===== config.mk =====
export PLATFORM = sky130hd
export DESIGN_NAME = aqc_chain_ctl
export DESIGN_NICKNAME = d
export VERILOG_FILES = /design/src/rtl/aqc_pkg.sv /design/src/rtl/aqc_tick_if.sv /design/src/rtl/aqc_chain_ctl.sv /design/src/rtl/aqc_rate_gen.sv /design/src/rtl/aqc_sync.sv
export VERILOG_INCLUDE_DIRS = /design/src /design/src/rtl
export SDC_FILE = /design/constraint.sdc
export NUM_CORES = 1
export LEC_CHECK = 0
export ABC_AREA = 1
export BUFFER_PORTS_ARGS = -buffer_cell sky130_fd_sc_hd__buf_2
export CAP_MARGIN = 30
export CORE_ASPECT_RATIO = 0.5
export CORE_UTILIZATION = 40
export DETAILED_ROUTE_END_ITERATION = 8
export SLEW_MARGIN = 20
export SYNTH_ARGS = -nofsm -noshare
export SYNTH_HDL_FRONTEND = slang
export SYNTH_SLANG_ARGS = --single-unit
export TNS_END_PERCENT = 5

===== constraint.sdc =====
create_clock -name clk_sys -period 4.3 [get_ports clk_sys]
set_input_delay 0.43 -clock clk_sys [delete_from_list [all_inputs] [get_ports clk_sys]]
set_output_delay 0.43 -clock clk_sys [all_outputs]
set_load 0.05 [all_outputs]

===== src/rtl/aqc_regs.svh =====
// register map, field positions, reset values and timing of the chain control
`ifndef AQC_REGS_SVH
`define AQC_REGS_SVH

// ****************************************************************
// byte offsets on the apb bus
// ****************************************************************
`define AQC_OFF_RES_LO   8'h00
`define AQC_OFF_RES_HI   8'h04
`define AQC_OFF_SEQ      8'h08
`define AQC_OFF_BIAS     8'h0c
`define AQC_OFF_RATE     8'h10
`define AQC_OFF_GAIN     8'h14
`define AQC_OFF_OFS3     8'h18
`define AQC_OFF_MUX      8'h1c

// ****************************************************************
// field positions
// ****************************************************************
`define AQC_SEQ_START    7
`define AQC_SEQ_NELC     5
`define AQC_SEQ_OSR      2
`define AQC_SEQ_CONT     1
`define AQC_SEQ_TEST     0
`define AQC_BIAS_CONV    6
`define AQC_BIAS_AMP     4
`define AQC_RATE_SEL     6
`define AQC_RATE_G2      4
`define AQC_GAIN_G1      7
`define AQC_MUX_BUSY     7
`define AQC_MUX_DEF      6
`define AQC_MUX_IN       1
`define AQC_MUX_REF      0

// ****************************************************************
// reset and default values
// ****************************************************************
`define AQC_SEQ_RST      7'h28
`define AQC_BIAS_RST     8'hf0
`define AQC_BIAS_DEF     8'hf1
`define AQC_NELC_DEF     2'h1
`define AQC_OSR_DEF      3'h2
`define AQC_OFS2_MAX     3'h5

// ****************************************************************
// timing
// ****************************************************************
`define AQC_CLK_NS       5
`define AQC_SLOW_NS      125000
`define AQC_DIV_QUARTER  16'h0004
`define AQC_DIV_EIGHTH   16'h0008
`define AQC_DIV_THIRTY2  16'h0020
`define AQC_OSR_BASE     3
`define AQC_RES_SHIFT    5'h0c

`endif


===== src/rtl/aqc_pkg.sv =====
// types shared by the chain control modules
package aqc_pkg;

  typedef enum logic [2:0] {
    aqc_st_idle = 3'b001,
    aqc_st_run  = 3'b010,
    aqc_st_done = 3'b100
  } aqc_state_t;

  typedef logic [7:0] aqc_byte_t;

endpackage : aqc_pkg


===== src/rtl/aqc_tick_if.sv =====
// sampling rate selection and sample tick between control and divider
`timescale 1ns/10ps
interface aqc_tick_if;
  logic [1:0] rate_sel;
  logic       tick;
  modport ctl (output rate_sel, input tick);
  modport gen (input rate_sel, output tick);
endinterface : aqc_tick_if


===== src/rtl/aqc_chain_ctl.sv =====
// acquisition chain control: apb registers, sequencer, analog settings
//
// The APB register port and the address map were chosen for this implementation.
`timescale 1ns/10ps
`include "aqc_regs.svh"
module aqc_chain_ctl
  import aqc_pkg::*;
#(
  parameter logic [15:0] SLOW_DIV = 16'(`AQC_SLOW_NS / `AQC_CLK_NS)
) (
  // clock and reset
  input  wire logic        clk_sys,
  input  wire logic        nrst,
  // apb slave
  input  wire logic        psel,
  input  wire logic        penable,
  input  wire logic        pwrite,
  input  wire logic [7:0]  paddr,
  input  wire logic [31:0] pwdata,
  output logic      [31:0] prdata,
  output logic             pready,
  output logic             pslverr,
  // pins
  input  wire logic        test_mode_pin,
  input  wire logic        mod_bit_pin,
  // sequencing status and events
  output logic             busy,
  output logic             conv_trig,
  output logic             sample_tick,
  output logic             input_chop,
  // bias and enables
  output logic [1:0]       converter_bias_sel,
  output logic [1:0]       amplifier_bias_sel,
  output logic             mod_enable,
  output logic [2:0]       stage_enable,
  output logic [2:0]       stage_bypass,
  // gains and offsets
  output logic             stage1_gain,
  output logic [1:0]       stage2_gain,
  output logic [6:0]       stage3_gain,
  output logic             stage2_ofs_neg,
  output logic [2:0]       stage2_ofs_mag,
  output logic             stage3_ofs_neg,
  output logic [5:0]       stage3_ofs_mag,
  // multiplexers
  output logic [2:0]       analog_pos_sel,
  output logic [2:0]       analog_neg_sel,
  output logic [1:0]       reference_pos_sel,
  output logic [1:0]       reference_neg_sel
);

  // ****************************************************************
  // declarations
  // ****************************************************************
  logic [6:0]        seq_ff;
  aqc_byte_t         bias_ff;
  aqc_byte_t         rate_ff;
  aqc_byte_t         gain_ff;
  logic [6:0]        ofs3_ff;
  logic [5:0]        mux_ff;
  logic [15:0]       res_ff;
  logic              trig_ff;
  logic              pend_ff;
  aqc_state_t        st_ff;
  logic [2:0]        osr_ff;
  logic [1:0]        nelc_ff;
  logic [10:0]       smp_cnt_ff;
  logic [2:0]        elem_cnt_ff;
  logic signed [11:0] acc_ff;
  logic signed [15:0] tot_ff;
  logic              chop_ff;
  logic [31:0]       prdata_ff;
  logic [1:0]        pin_q;
  logic              test_q;
  logic              mod_q;
  logic              hit;
  logic              wr;
  logic              def_wr;
  logic              start_wr;
  logic              go;
  logic              consume;
  logic [31:0]       rd_word;
  logic [10:0]       osr_lim;
  logic [2:0]        elem_lim;
  logic signed [11:0] acc_upd;
  logic signed [15:0] elem_val;
  logic signed [15:0] tot_upd;
  logic signed [31:0] tot_ext;
  logic signed [31:0] mean_w;
  logic signed [31:0] scaled;
  logic [4:0]        shamt;
  logic [15:0]       res_sat;

  aqc_tick_if tk ();

  // ****************************************************************
  // pin synchronisers and sample tick
  // ****************************************************************
  aqc_sync #(.W(2)) u_sync (
    .clk_sys (clk_sys),
    .nrst    (nrst),
    .d       ({test_mode_pin, mod_bit_pin}),
    .q       (pin_q)
  );

  assign test_q = pin_q[1];
  assign mod_q  = pin_q[0];

  assign tk.rate_sel = rate_ff[`AQC_RATE_SEL +: 2];

  aqc_rate_gen #(.SLOW_DIV(SLOW_DIV)) u_rate (
    .clk_sys (clk_sys),
    .nrst    (nrst),
    .tk      (tk)
  );

  assign sample_tick = tk.tick;

  // ****************************************************************
  // apb decode
  // ****************************************************************
  always_comb begin
    hit     = 1'b1;
    rd_word = 32'h0000_0000;
    case (paddr)
      `AQC_OFF_RES_LO: rd_word = {24'h0, res_ff[7:0]};
      `AQC_OFF_RES_HI: rd_word = {24'h0, res_ff[15:8]};
      `AQC_OFF_SEQ:    rd_word = {24'h0, 1'b0, seq_ff};
      `AQC_OFF_BIAS:   rd_word = {24'h0, bias_ff};
      `AQC_OFF_RATE:   rd_word = {24'h0, rate_ff};
      `AQC_OFF_GAIN:   rd_word = {24'h0, gain_ff};
      `AQC_OFF_OFS3:   rd_word = {24'h0, 1'b0, ofs3_ff};
      `AQC_OFF_MUX:    rd_word = {24'h0, busy, 1'b0, mux_ff};
      default:         hit     = 1'b0;
    endcase
  end

  assign pready   = 1'b1;
  assign pslverr  = psel & penable & ~hit;
  assign wr       = psel & penable & pwrite & hit;
  assign def_wr   = wr & (paddr == `AQC_OFF_MUX) & pwdata[`AQC_MUX_DEF];
  assign start_wr = wr & (paddr == `AQC_OFF_SEQ) & pwdata[`AQC_SEQ_START];
  assign prdata   = prdata_ff;

  // read data is captured in the setup cycle so it is stable in access
  always_ff @(posedge clk_sys or negedge nrst) begin
    if (!nrst) begin
      prdata_ff <= 32'h0000_0000;
    end else if (psel && !penable && !pwrite) begin
      prdata_ff <= rd_word;
    end
  end

  // ****************************************************************
  // configuration registers
  // ****************************************************************
  always_ff @(posedge clk_sys or negedge nrst) begin
    if (!nrst) begin
      seq_ff <= `AQC_SEQ_RST;
    end else if (def_wr) begin
      seq_ff <= `AQC_SEQ_RST;
    end else if (wr && paddr == `AQC_OFF_SEQ) begin
      seq_ff <= {pwdata[6:1], pwdata[`AQC_SEQ_TEST] & test_q};
    end else if (!test_q) begin
      seq_ff[`AQC_SEQ_TEST] <= 1'b0;
    end
  end

  always_ff @(posedge clk_sys or negedge nrst) begin
    if (!nrst) begin
      bias_ff <= `AQC_BIAS_RST;
    end else if (def_wr) begin
      bias_ff <= `AQC_BIAS_DEF;
    end else if (wr && paddr == `AQC_OFF_BIAS) begin
      bias_ff <= pwdata[7:0];
    end
  end

  always_ff @(posedge clk_sys or negedge nrst) begin
    if (!nrst) begin
      rate_ff <= 8'h00;
      gain_ff <= 8'h00;
      ofs3_ff <= 7'h00;
    end else if (def_wr) begin
      rate_ff <= 8'h00;
      gain_ff <= 8'h00;
      ofs3_ff <= 7'h00;
    end else if (wr) begin
      if (paddr == `AQC_OFF_RATE) begin
        rate_ff <= pwdata[7:0];
      end
      if (paddr == `AQC_OFF_GAIN) begin
        gain_ff <= pwdata[7:0];
      end
      if (paddr == `AQC_OFF_OFS3) begin
        ofs3_ff <= pwdata[6:0];
      end
    end
  end

  always_ff @(posedge clk_sys or negedge nrst) begin
    if (!nrst) begin
      mux_ff <= 6'h00;
    end else if (def_wr) begin
      mux_ff <= 6'h00;
    end else if (wr && paddr == `AQC_OFF_MUX) begin
      mux_ff <= pwdata[5:0];
    end
  end

  // ****************************************************************
  // conversion request
  // ****************************************************************
  assign go      = pend_ff | seq_ff[`AQC_SEQ_CONT];
  assign consume = (st_ff != aqc_st_run) & go & ~def_wr;

  // a new request in the cycle of consumption is kept: set wins
  always_ff @(posedge clk_sys or negedge nrst) begin
    if (!nrst) begin
      pend_ff <= 1'b0;
    end else if (def_wr) begin
      pend_ff <= 1'b0;
    end else if (start_wr) begin
      pend_ff <= 1'b1;
    end else if (consume) begin
      pend_ff <= 1'b0;
    end
  end

  // ****************************************************************
  // sequencer
  // ****************************************************************
  assign osr_lim  = 11'(11'd1 << (`AQC_OSR_BASE + osr_ff));
  assign elem_lim = 3'((4'd1 << nelc_ff) - 4'd1);
  assign acc_upd  = acc_ff + (mod_q ? 12'sd1 : -12'sd1);
  assign elem_val = chop_ff ? -16'(acc_upd) : 16'(acc_upd);
  assign tot_upd  = tot_ff + elem_val;

  always_ff @(posedge clk_sys or negedge nrst) begin
    if (!nrst) begin
      st_ff       <= aqc_st_idle;
      osr_ff      <= `AQC_OSR_DEF;
      nelc_ff     <= `AQC_NELC_DEF;
      smp_cnt_ff  <= 11'h000;
      elem_cnt_ff <= 3'h0;
      acc_ff      <= 12'sh000;
      tot_ff      <= 16'sh0000;
      chop_ff     <= 1'b0;
    end else if (def_wr) begin
      st_ff       <= aqc_st_run;
      osr_ff      <= `AQC_OSR_DEF;
      nelc_ff     <= `AQC_NELC_DEF;
      smp_cnt_ff  <= 11'h000;
      elem_cnt_ff <= 3'h0;
      acc_ff      <= 12'sh000;
      tot_ff      <= 16'sh0000;
      chop_ff     <= 1'b0;
    end else begin
      case (st_ff)
        aqc_st_idle, aqc_st_done: begin
          if (go) begin
            st_ff       <= aqc_st_run;
            osr_ff      <= seq_ff[`AQC_SEQ_OSR +: 3];
            nelc_ff     <= seq_ff[`AQC_SEQ_NELC +: 2];
            smp_cnt_ff  <= 11'h000;
            elem_cnt_ff <= 3'h0;
            acc_ff      <= 12'sh000;
            tot_ff      <= 16'sh0000;
            chop_ff     <= 1'b0;
          end else begin
            st_ff <= aqc_st_idle;
          end
        end
        aqc_st_run: begin
          if (tk.tick) begin
            if (smp_cnt_ff == osr_lim) begin
              smp_cnt_ff  <= 11'h000;
              acc_ff      <= 12'sh000;
              tot_ff      <= tot_upd;
              chop_ff     <= ~chop_ff;
              elem_cnt_ff <= elem_cnt_ff + 3'd1;
              if (elem_cnt_ff == elem_lim) begin
                st_ff <= aqc_st_done;
              end
            end else begin
              // first period of each elementary conversion is its reset
              smp_cnt_ff <= smp_cnt_ff + 11'd1;
              if (smp_cnt_ff != 11'h000) begin
                acc_ff <= acc_upd;
              end
            end
          end
        end
        default: begin
          st_ff <= aqc_st_idle;
        end
      endcase
    end
  end

  // ****************************************************************
  // result and trigger
  // ****************************************************************
  assign tot_ext = 32'(tot_ff);
  assign mean_w  = tot_ext >>> nelc_ff;
  assign shamt   = `AQC_RES_SHIFT - {2'b00, osr_ff};
  assign scaled  = mean_w <<< shamt;

  always_comb begin
    if (scaled > 32'sd32767) begin
      res_sat = 16'h7fff;
    end else if (scaled < -32'sd32768) begin
      res_sat = 16'h8000;
    end else begin
      res_sat = scaled[15:0];
    end
  end

  always_ff @(posedge clk_sys or negedge nrst) begin
    if (!nrst) begin
      res_ff  <= 16'h0000;
      trig_ff <= 1'b0;
    end else if (st_ff == aqc_st_done && !def_wr) begin
      res_ff  <= res_sat;
      trig_ff <= 1'b1;
    end else begin
      trig_ff <= 1'b0;
    end
  end

  assign conv_trig  = trig_ff;
  assign busy       = (st_ff != aqc_st_idle);
  assign input_chop = chop_ff;

  // ****************************************************************
  // analog settings
  // ****************************************************************
  assign converter_bias_sel = bias_ff[`AQC_BIAS_CONV +: 2];
  assign amplifier_bias_sel = bias_ff[`AQC_BIAS_AMP +: 2];
  assign mod_enable         = bias_ff[0];
  assign stage_enable       = bias_ff[3:1];
  assign stage_bypass       = ~bias_ff[3:1];
  assign stage1_gain        = gain_ff[`AQC_GAIN_G1];
  assign stage2_gain        = rate_ff[`AQC_RATE_G2 +: 2];
  assign stage3_gain        = gain_ff[6:0];
  assign stage2_ofs_neg     = rate_ff[3];
  // magnitudes above five steps would pass +/-1, so they are clamped
  assign stage2_ofs_mag     = (rate_ff[2:0] > `AQC_OFS2_MAX) ?
                              `AQC_OFS2_MAX : rate_ff[2:0];
  assign stage3_ofs_neg     = ofs3_ff[6];
  assign stage3_ofs_mag     = ofs3_ff[5:0];

  // ****************************************************************
  // input and reference multiplexers
  // ****************************************************************
  always_comb begin
    logic [2:0] p;
    logic [2:0] n;
    p = 3'h0;
    n = 3'h0;
    if (mux_ff[5]) begin
      p = mux_ff[3:1];
      n = 3'h0;
    end else begin
      p = {mux_ff[2:1], 1'b1};
      n = {mux_ff[2:1], 1'b0};
    end
    if (mux_ff[4]) begin
      analog_pos_sel = n;
      analog_neg_sel = p;
    end else begin
      analog_pos_sel = p;
      analog_neg_sel = n;
    end
  end

  assign reference_pos_sel = {mux_ff[`AQC_MUX_REF], 1'b1};
  assign reference_neg_sel = {mux_ff[`AQC_MUX_REF], 1'b0};

endmodule : aqc_chain_ctl


===== src/rtl/aqc_rate_gen.sv =====
// sampling tick divider from the oscillator clock
`timescale 1ns/10ps
`include "aqc_regs.svh"
module aqc_rate_gen #(
  parameter logic [15:0] SLOW_DIV = 16'd25000
) (
  // clock and reset
  input  wire logic clk_sys,
  input  wire logic nrst,
  // rate selection and tick
  aqc_tick_if.gen   tk
);

  logic [15:0] cnt_ff;
  logic [15:0] lim;
  logic        tick_ff;

  always_comb begin
    case (tk.rate_sel)
      2'b00:   lim = `AQC_DIV_QUARTER - 16'd1;
      2'b01:   lim = `AQC_DIV_EIGHTH - 16'd1;
      2'b10:   lim = `AQC_DIV_THIRTY2 - 16'd1;
      default: lim = SLOW_DIV - 16'd1;
    endcase
  end

  always_ff @(posedge clk_sys or negedge nrst) begin
    if (!nrst) begin
      cnt_ff  <= 16'h0000;
      tick_ff <= 1'b0;
    end else if (cnt_ff >= lim) begin
      cnt_ff  <= 16'h0000;
      tick_ff <= 1'b1;
    end else begin
      cnt_ff  <= cnt_ff + 16'd1;
      tick_ff <= 1'b0;
    end
  end

  assign tk.tick = tick_ff;

endmodule : aqc_rate_gen


===== src/rtl/aqc_sync.sv =====
// two flip-flop synchroniser for pin inputs
`timescale 1ns/10ps
module aqc_sync #(
  parameter int W = 2
) (
  // clock and reset
  input  wire logic         clk_sys,
  input  wire logic         nrst,
  // data
  input  wire logic [W-1:0] d,
  output logic      [W-1:0] q
);

  logic [W-1:0] meta_ff;

  always_ff @(posedge clk_sys or negedge nrst) begin
    if (!nrst) begin
      meta_ff <= '0;
      q       <= '0;
    end else begin
      meta_ff <= d;
      q       <= meta_ff;
    end
  end

endmodule : aqc_sync


=== Word level (Yosys, flattened, before mapping) ===
Index checks and enable logic that the tools add are counted.

* Word-level logic and storage cells: 184
* Flip-flop bits (word level): 166
* Memories kept: 0
* Input port bits: 47
* Output and inout bits: 80
* Memory bits (writable): 0
* Bits in read-only memories: 0
* Bits in latches: 0

* Div/mod/pow operators: 0
* Reductions and logical operators: 33
* Multiply operators: 0
* $add $sub $neg: 9
* Magnitude comparators: 4
* Mux-type cells: 73
* Bitwise operators: 16
* Shift-type cells: 4
* Equal/unequal tests: 22

{| class="wikitable"
|+ Operator list
! kind !! count
|-
| $mux W16 || 8
|-
| $mux W12 || 6
|-
| $mux W8 || 8
|-
| $pmux W8 S8 || 1
|-
| $mux W3 || 16
|-
| $pmux W15 S3 || 1
|-
| $mux W11 || 4
|-
| $eq A8 B5 Y1 const B || 4
|-
| $gt A32 B16 Y1 const B || 1
|-
| $lt A32 B16 Y1 const B || 1
|-
| $pmux W16 S2 || 1
|-
| $sshl A32 B5 Y32 || 1
|-
| $sshr A16 B2 Y32 || 1
|-
| $mux W7 || 4
|-
| $pmux W12 S2 || 1
|-
| $pmux W11 S2 || 1
|-
| $mux W6 || 3
|-
| $reduce_bool A2 Y1 || 9
|-
| $add A16 B1 Y16 const B || 1
|-
| $add A16 B16 Y16 || 1
|-
| $eq A8 B4 Y1 const B || 2
|-
| $ge A16 B15 Y1 || 1
|-
| $neg A12 Y16 || 1
|-
| $add A12 B12 Y12 || 1
|-
| 39 further kinds || 83
|}

=== Logic depth before layout (Yosys ltp) ===
* Word-level depth: 11
* Depth in mapped cells: 27
* Depth with buffers taken out: 27

=== Hierarchy ===
From an unflattened synthesis, not the netlist that was laid out.

* Cells, all modules: 1426
* Area total of the unflattened synthesis: 10286.1 um2

{| class="wikitable"
|+ Modules (own cells, without submodules)
! module !! seq. area each (um2) !! area an instance (um2) !! cells each !! instances
|-
| aqc_chain_ctl || 3039.2 || 9062.4 || 1280 || 1
|-
| aqc_rate_gen || 425.4 || 1123.6 || 142 || 1
|-
| aqc_sync || 100.1 || 100.1 || 4 || 1
|}

=== Worst setup path after synthesis ===
No wires, ideal clock.

* Path type: register -> register
* Start point: register acc_ff[0]
* End point: register tot_ff[14]
* Library setup time: 0.121 ns
* Period minus slack after synthesis: 3.566 ns
* Data arrival time: 3.445 ns
* Data required time: 4.179 ns
* Cell stages (with the launch flop): 22
* Setup slack: 0.734 ns
* Buffers on the path: 0
* Path through: dfrtp_1 > inv_1 > fa_1 > inv_1 > nand2_1 > a21oi_1 > nand2_1 > nand2_1 > xor2_1 > nand4_1 > nand2_1 > xor2_1 > ha_1 > a21oi_1 > nor2_1 > a211oi_1 > nand3_1 > a21oi_1 > o21bai_1 > or2_2 > nand3_1 > o21ai_1

* Cells in the longest elaborated chain, start to end: 8

{| class="wikitable"
|+ Ends and longest elaborated chain
! what !! line !! text
|-
| from (decl) || aqc_chain_ctl.sv:69 || <nowiki>logic signed [11:0] acc_ff;</nowiki>
|-
| from (signal assigned) || aqc_chain_ctl.sv:289 || <nowiki>acc_ff <= acc_upd;</nowiki>
|-
| $add A12 B12 Y12 * || aqc_chain_ctl.sv:235 || <nowiki>assign acc_upd = acc_ff + (mod_q ? 12'sd1 : -12'sd1);</nowiki>
|-
| $neg A12 Y16 || aqc_chain_ctl.sv:236 || <nowiki>assign elem_val = chop_ff ? -16'(acc_upd) : 16'(acc_upd);</nowiki>
|-
| $mux W16 * || aqc_chain_ctl.sv:236 ||
|-
| $add A16 B16 Y16 * || aqc_chain_ctl.sv:237 || <nowiki>assign tot_upd = tot_ff + elem_val;</nowiki>
|-
| $mux W16 * || aqc_chain_ctl.sv:276 || <nowiki>if (smp_cnt_ff == osr_lim) begin</nowiki>
|-
| $mux W16 * || aqc_chain_ctl.sv:275 || <nowiki>if (tk.tick) begin</nowiki>
|-
| $pmux W16 S2 * || aqc_chain_ctl.sv:259 || <nowiki>case (st_ff)</nowiki>
|-
| $mux W16 * || aqc_chain_ctl.sv:249 || <nowiki>end else if (def_wr) begin</nowiki>
|-
| to (signal assigned) || aqc_chain_ctl.sv:279 || <nowiki>tot_ff <= tot_upd;</nowiki>
|-
| to (decl) || aqc_chain_ctl.sv:70 || <nowiki>logic signed [15:0] tot_ff;</nowiki>
|}

Every way passes the cells marked *; elsewhere a longest branch is shown, timed or not. The select of a mux whose other input is x is not followed.
A chain may end at the register's enable or synchronous reset.

=== Final worst setup path ===
* Start point: register u_sync.q[0]
* End point: register tot_ff[14]

* Cells in the longest elaborated chain, start to end: 9

{| class="wikitable"
|+ Ends and longest elaborated chain
! what !! line !! text
|-
| from (decl) || aqc_sync.sv:11 || <nowiki>output logic [W-1:0] q</nowiki>
|-
| from (signal assigned) || aqc_sync.sv:22 || <nowiki>q <= meta_ff;</nowiki>
|-
| $mux W12 * || aqc_chain_ctl.sv:235 ||
|-
| $add A12 B12 Y12 * || aqc_chain_ctl.sv:235 ||
|-
| $neg A12 Y16 || aqc_chain_ctl.sv:236 ||
|-
| $mux W16 * || aqc_chain_ctl.sv:236 ||
|-
| $add A16 B16 Y16 * || aqc_chain_ctl.sv:237 ||
|-
| $mux W16 * || aqc_chain_ctl.sv:276 ||
|-
| $mux W16 * || aqc_chain_ctl.sv:275 ||
|-
| $pmux W16 S2 * || aqc_chain_ctl.sv:259 ||
|-
| $mux W16 * || aqc_chain_ctl.sv:249 ||
|}

Marked as above.

==> flow_summary.ini <==
[run_status]
status = complete, no violations

[floorplanning]
start_util = 0.412
die_height_um = 114
fp.dieArea_um2 = 25700
rows = 40
io-pin-count = 127
core_area_um2 = 24300
die_w_um = 226

[cells_and_area]
final_util = 0.462
areaGrowthSynthToFinish_pct = 12.2
nets = 1529
post_route_cells_drive_above_1_share = 0.137
diodes = 0

[yosys]
netlist_top_cells_count = nand2_1, nand3_1, dfrtp_1
synth_top_cell_by_area = dfrtp_1
synth-main-ff-cell = dfrtp_1
synth_area_leaders = dfrtp_1, nand2_1, nand3_1
async_reset_ff_frac = 1.00
syn_avg_cell_area_um2 = 7.29
synth_edf_count = 0
ys_seq_area_frac = 0.357
synth_most_common_cell = nand2_1
synth_area_um2 = 10000
syn_inst = 1372
synth_seq_cells = 142
synth_cell_types = 59
yosys_warnings = 0
yosys.area.top_type_share = 0.333

[worst_setup_path]
cp_top_family = simple AND/OR/NAND/NOR gates
cp_max_fo = 5
critical_path.max_stage_delay_ns = 0.42
worstSetupEndpointType = register
crit_chain = clkinvlp_4 -> buf_4 -> ha_1 -> inv_1 -> o21bai_1 -> nor2_1 -> nand2_1 -> xor2_2 -> nand4_1 -> nand2_1 -> xor2_1 -> ha_1 -> a21oi_1 -> nor2_1 -> a211oi_1 -> nand3_1 -> a21oi_1 -> o21bai_1 -> or2_2 -> nand3_1 -> o21ai_1
crit_path_start_kind = register
slowest_stage = dfrtp_2
arrival_ns = 4.26
required_ns = 4.62
crit_type = reg -> reg
cp.buffers_inverters = 3

[clocking]
htree_num_levels = 4
clock-sinks = 142
tritoncts = built
worst_skew_pair.late_latency_ns = 0.45
clockRootBuffer = clkbuf_16
ctsLongestPathBuffers = 2
cts_buffers = 17
clkTransAtPathRegs_ns = 0.07

[route]
dr_wl_met3_um = 1090
first_pass_iters = 5
dr.max_layer_used = met4
vias_per_cell = 5.15
wl_um = 26000
drt_iter0_drc = 751
dr_wl_met2_um = 11900
detail-route-antenna-nets = 0
drc = 0
wl_met1_um = 12700
vias = 9187
avgRoutedWirePerCell_um = 14.6

[pwr]
powerDensity_nw_per_um2 = 540
vdd_ir_drop_max_mv = 0.318
power_leakage_nw = 5.58
power_mw = 6.05

[global_route]
grt_use_total = 0.211
grt_max_degree = 81
grt_pass1_wl_um = 43200
antenna_found_initial = 0
grt_pass1_vias = 8485
overflow = 0

[timing]
min_period_ns = 3.93
max_freq_mhz = 254
fin_crit_sh = 0.915
drv_slew = 0
setup_viol = 0
slew_headroom = 0.439
tightest_slew_ns = 0.836
finClkSkew_ns = 0.0145
hold_violations = 0

[min_path]
min_path_type = in -> async

[run]
maxCapViolCount = 0

[placement]
port_buffers = 75
gp_congestion = 0.879
dp_hpwl_um = 19800
kinds of logic (layout without fill, tap and decap cells):
group                    count (synthesis)  after routing  synth area share
adder cells (fa/ha/maj)                 47             47            0.0603
multiplexers                             5              5           0.00563
XOR/XNOR                                42             42            0.0368
buffers and inverters                  207            258             0.101
other                                    2             27          0.000751
AO/OA/AOI/OAI                          205            205             0.121
AND/OR/NAND/NOR                        722            722             0.319
flip-flops                             142            142             0.357
placed cells by master, fill, tap and decap left out, types with 6 or more instances in the layout:
master     instances
a21oi_1           45
a221oi_1           6
a31oi_1            9
buf_2             74
buf_4             16
clkbuf_16         17
conb_1            27
dfrtp_1          131
dfstp_2            9
ha_1              43
inv_1            117
inv_2              9
nand2_1          380
nand3_1          178
nand4_1           22
nor2_1            77
nor3_1            21
nor3b_1            9
o21ai_0           84
o21ai_1           15
o21ai_2           12
xnor2_1            8
xor2_1            31
layout make-up:
type	instances	area [um2]
inverter	134	522
multi-input combinational	1048	5570
clock buffer	17	425
tap	336	420
clock inverter	15	205
timing repair buffer	92	513
fill	2429	13100
sequential	142	3570
timing repair:
| action | CTS | global route |
|---|---|---|
| hold endpoints to repair | 0 | 0 |
| hold buffers | 0 | 0 |
| setup endpoints to repair | 0 | 5 |
| resized for setup | 0 | 11 |
| buffers inserted | 0 | 4 |
power breakdown:
| part | internal, mW | switching [mW] |
|---|---|---|
| Clock | 0.935 | 0.656 |
| Sequential | 1.48 | 0.148 |
| Combinational | 1.02 | 1.82 |
| Total | 3.43 | 2.62 |
through the flow:
step	setup TNS [ns]	hold WS, ns	area [um2]	cells	setup slack, ns
floorplan	0	0.134	10100	1397	0.734
global placement	0	0.346	10500	1745	0.231
detailed placement	0	0.343	10500	1746	0.161
CTS	0	0.0641	11100	1778	0.131
global route	-0.0113	0.0836	11200	1784	-0.0113
finish	0	0.0168	11200	1784	0.366
registers in the layout, summed over array words and instances, names as in the netlist, 6 cells and up:
name	flops
rate_ff	8
prdata	8
bias_ff	8
acc_ff	12
smp_cnt_ff	11
ofs3_ff	7
mux_ff	6
gain_ff	8
seq_ff	7
u_rate.cnt_ff	16
tot_ff	16
res_ff	16
final timing paths:
kind | from | endpoint | slack, ns | cells past startpoint
max reg2reg | u_sync.q[0]$_DFF_PN0_ | tot_ff[14]$_DFFE_PN0P_ | 0.37 | 21
max in group asynchronous | nrst | bias_ff[4]$_DFFE_PN1P_ | 3.27 | 2
min | nrst | acc_ff[7]$_DFFE_PN0P_ | 0.02 | 1
min reg2reg | u_sync.meta_ff[0]$_DFF_PN0_ | u_sync.q[0]$_DFF_PN0_ | 0.36 | 0
min in group clk_sys | test_mode_pin | u_sync.meta_ff[1]$_DFF_PN0_ | 0.10 | 1
max | u_sync.q[0]$_DFF_PN0_ | tot_ff[14]$_DFFE_PN0P_ | 0.37 | 21
routing by layer:
| metal | vias up | track usage |
|---|---|---|
| met3 | 26 | 0.0353 |
| li1 | 4648 | - |
| met2 | 193 | 0.337 |
| met1 | 4320 | 0.292 |
| met4 | 0 | 0.0617 |
| met5 | - | 0 |
(Power assumes the default switching activity.)
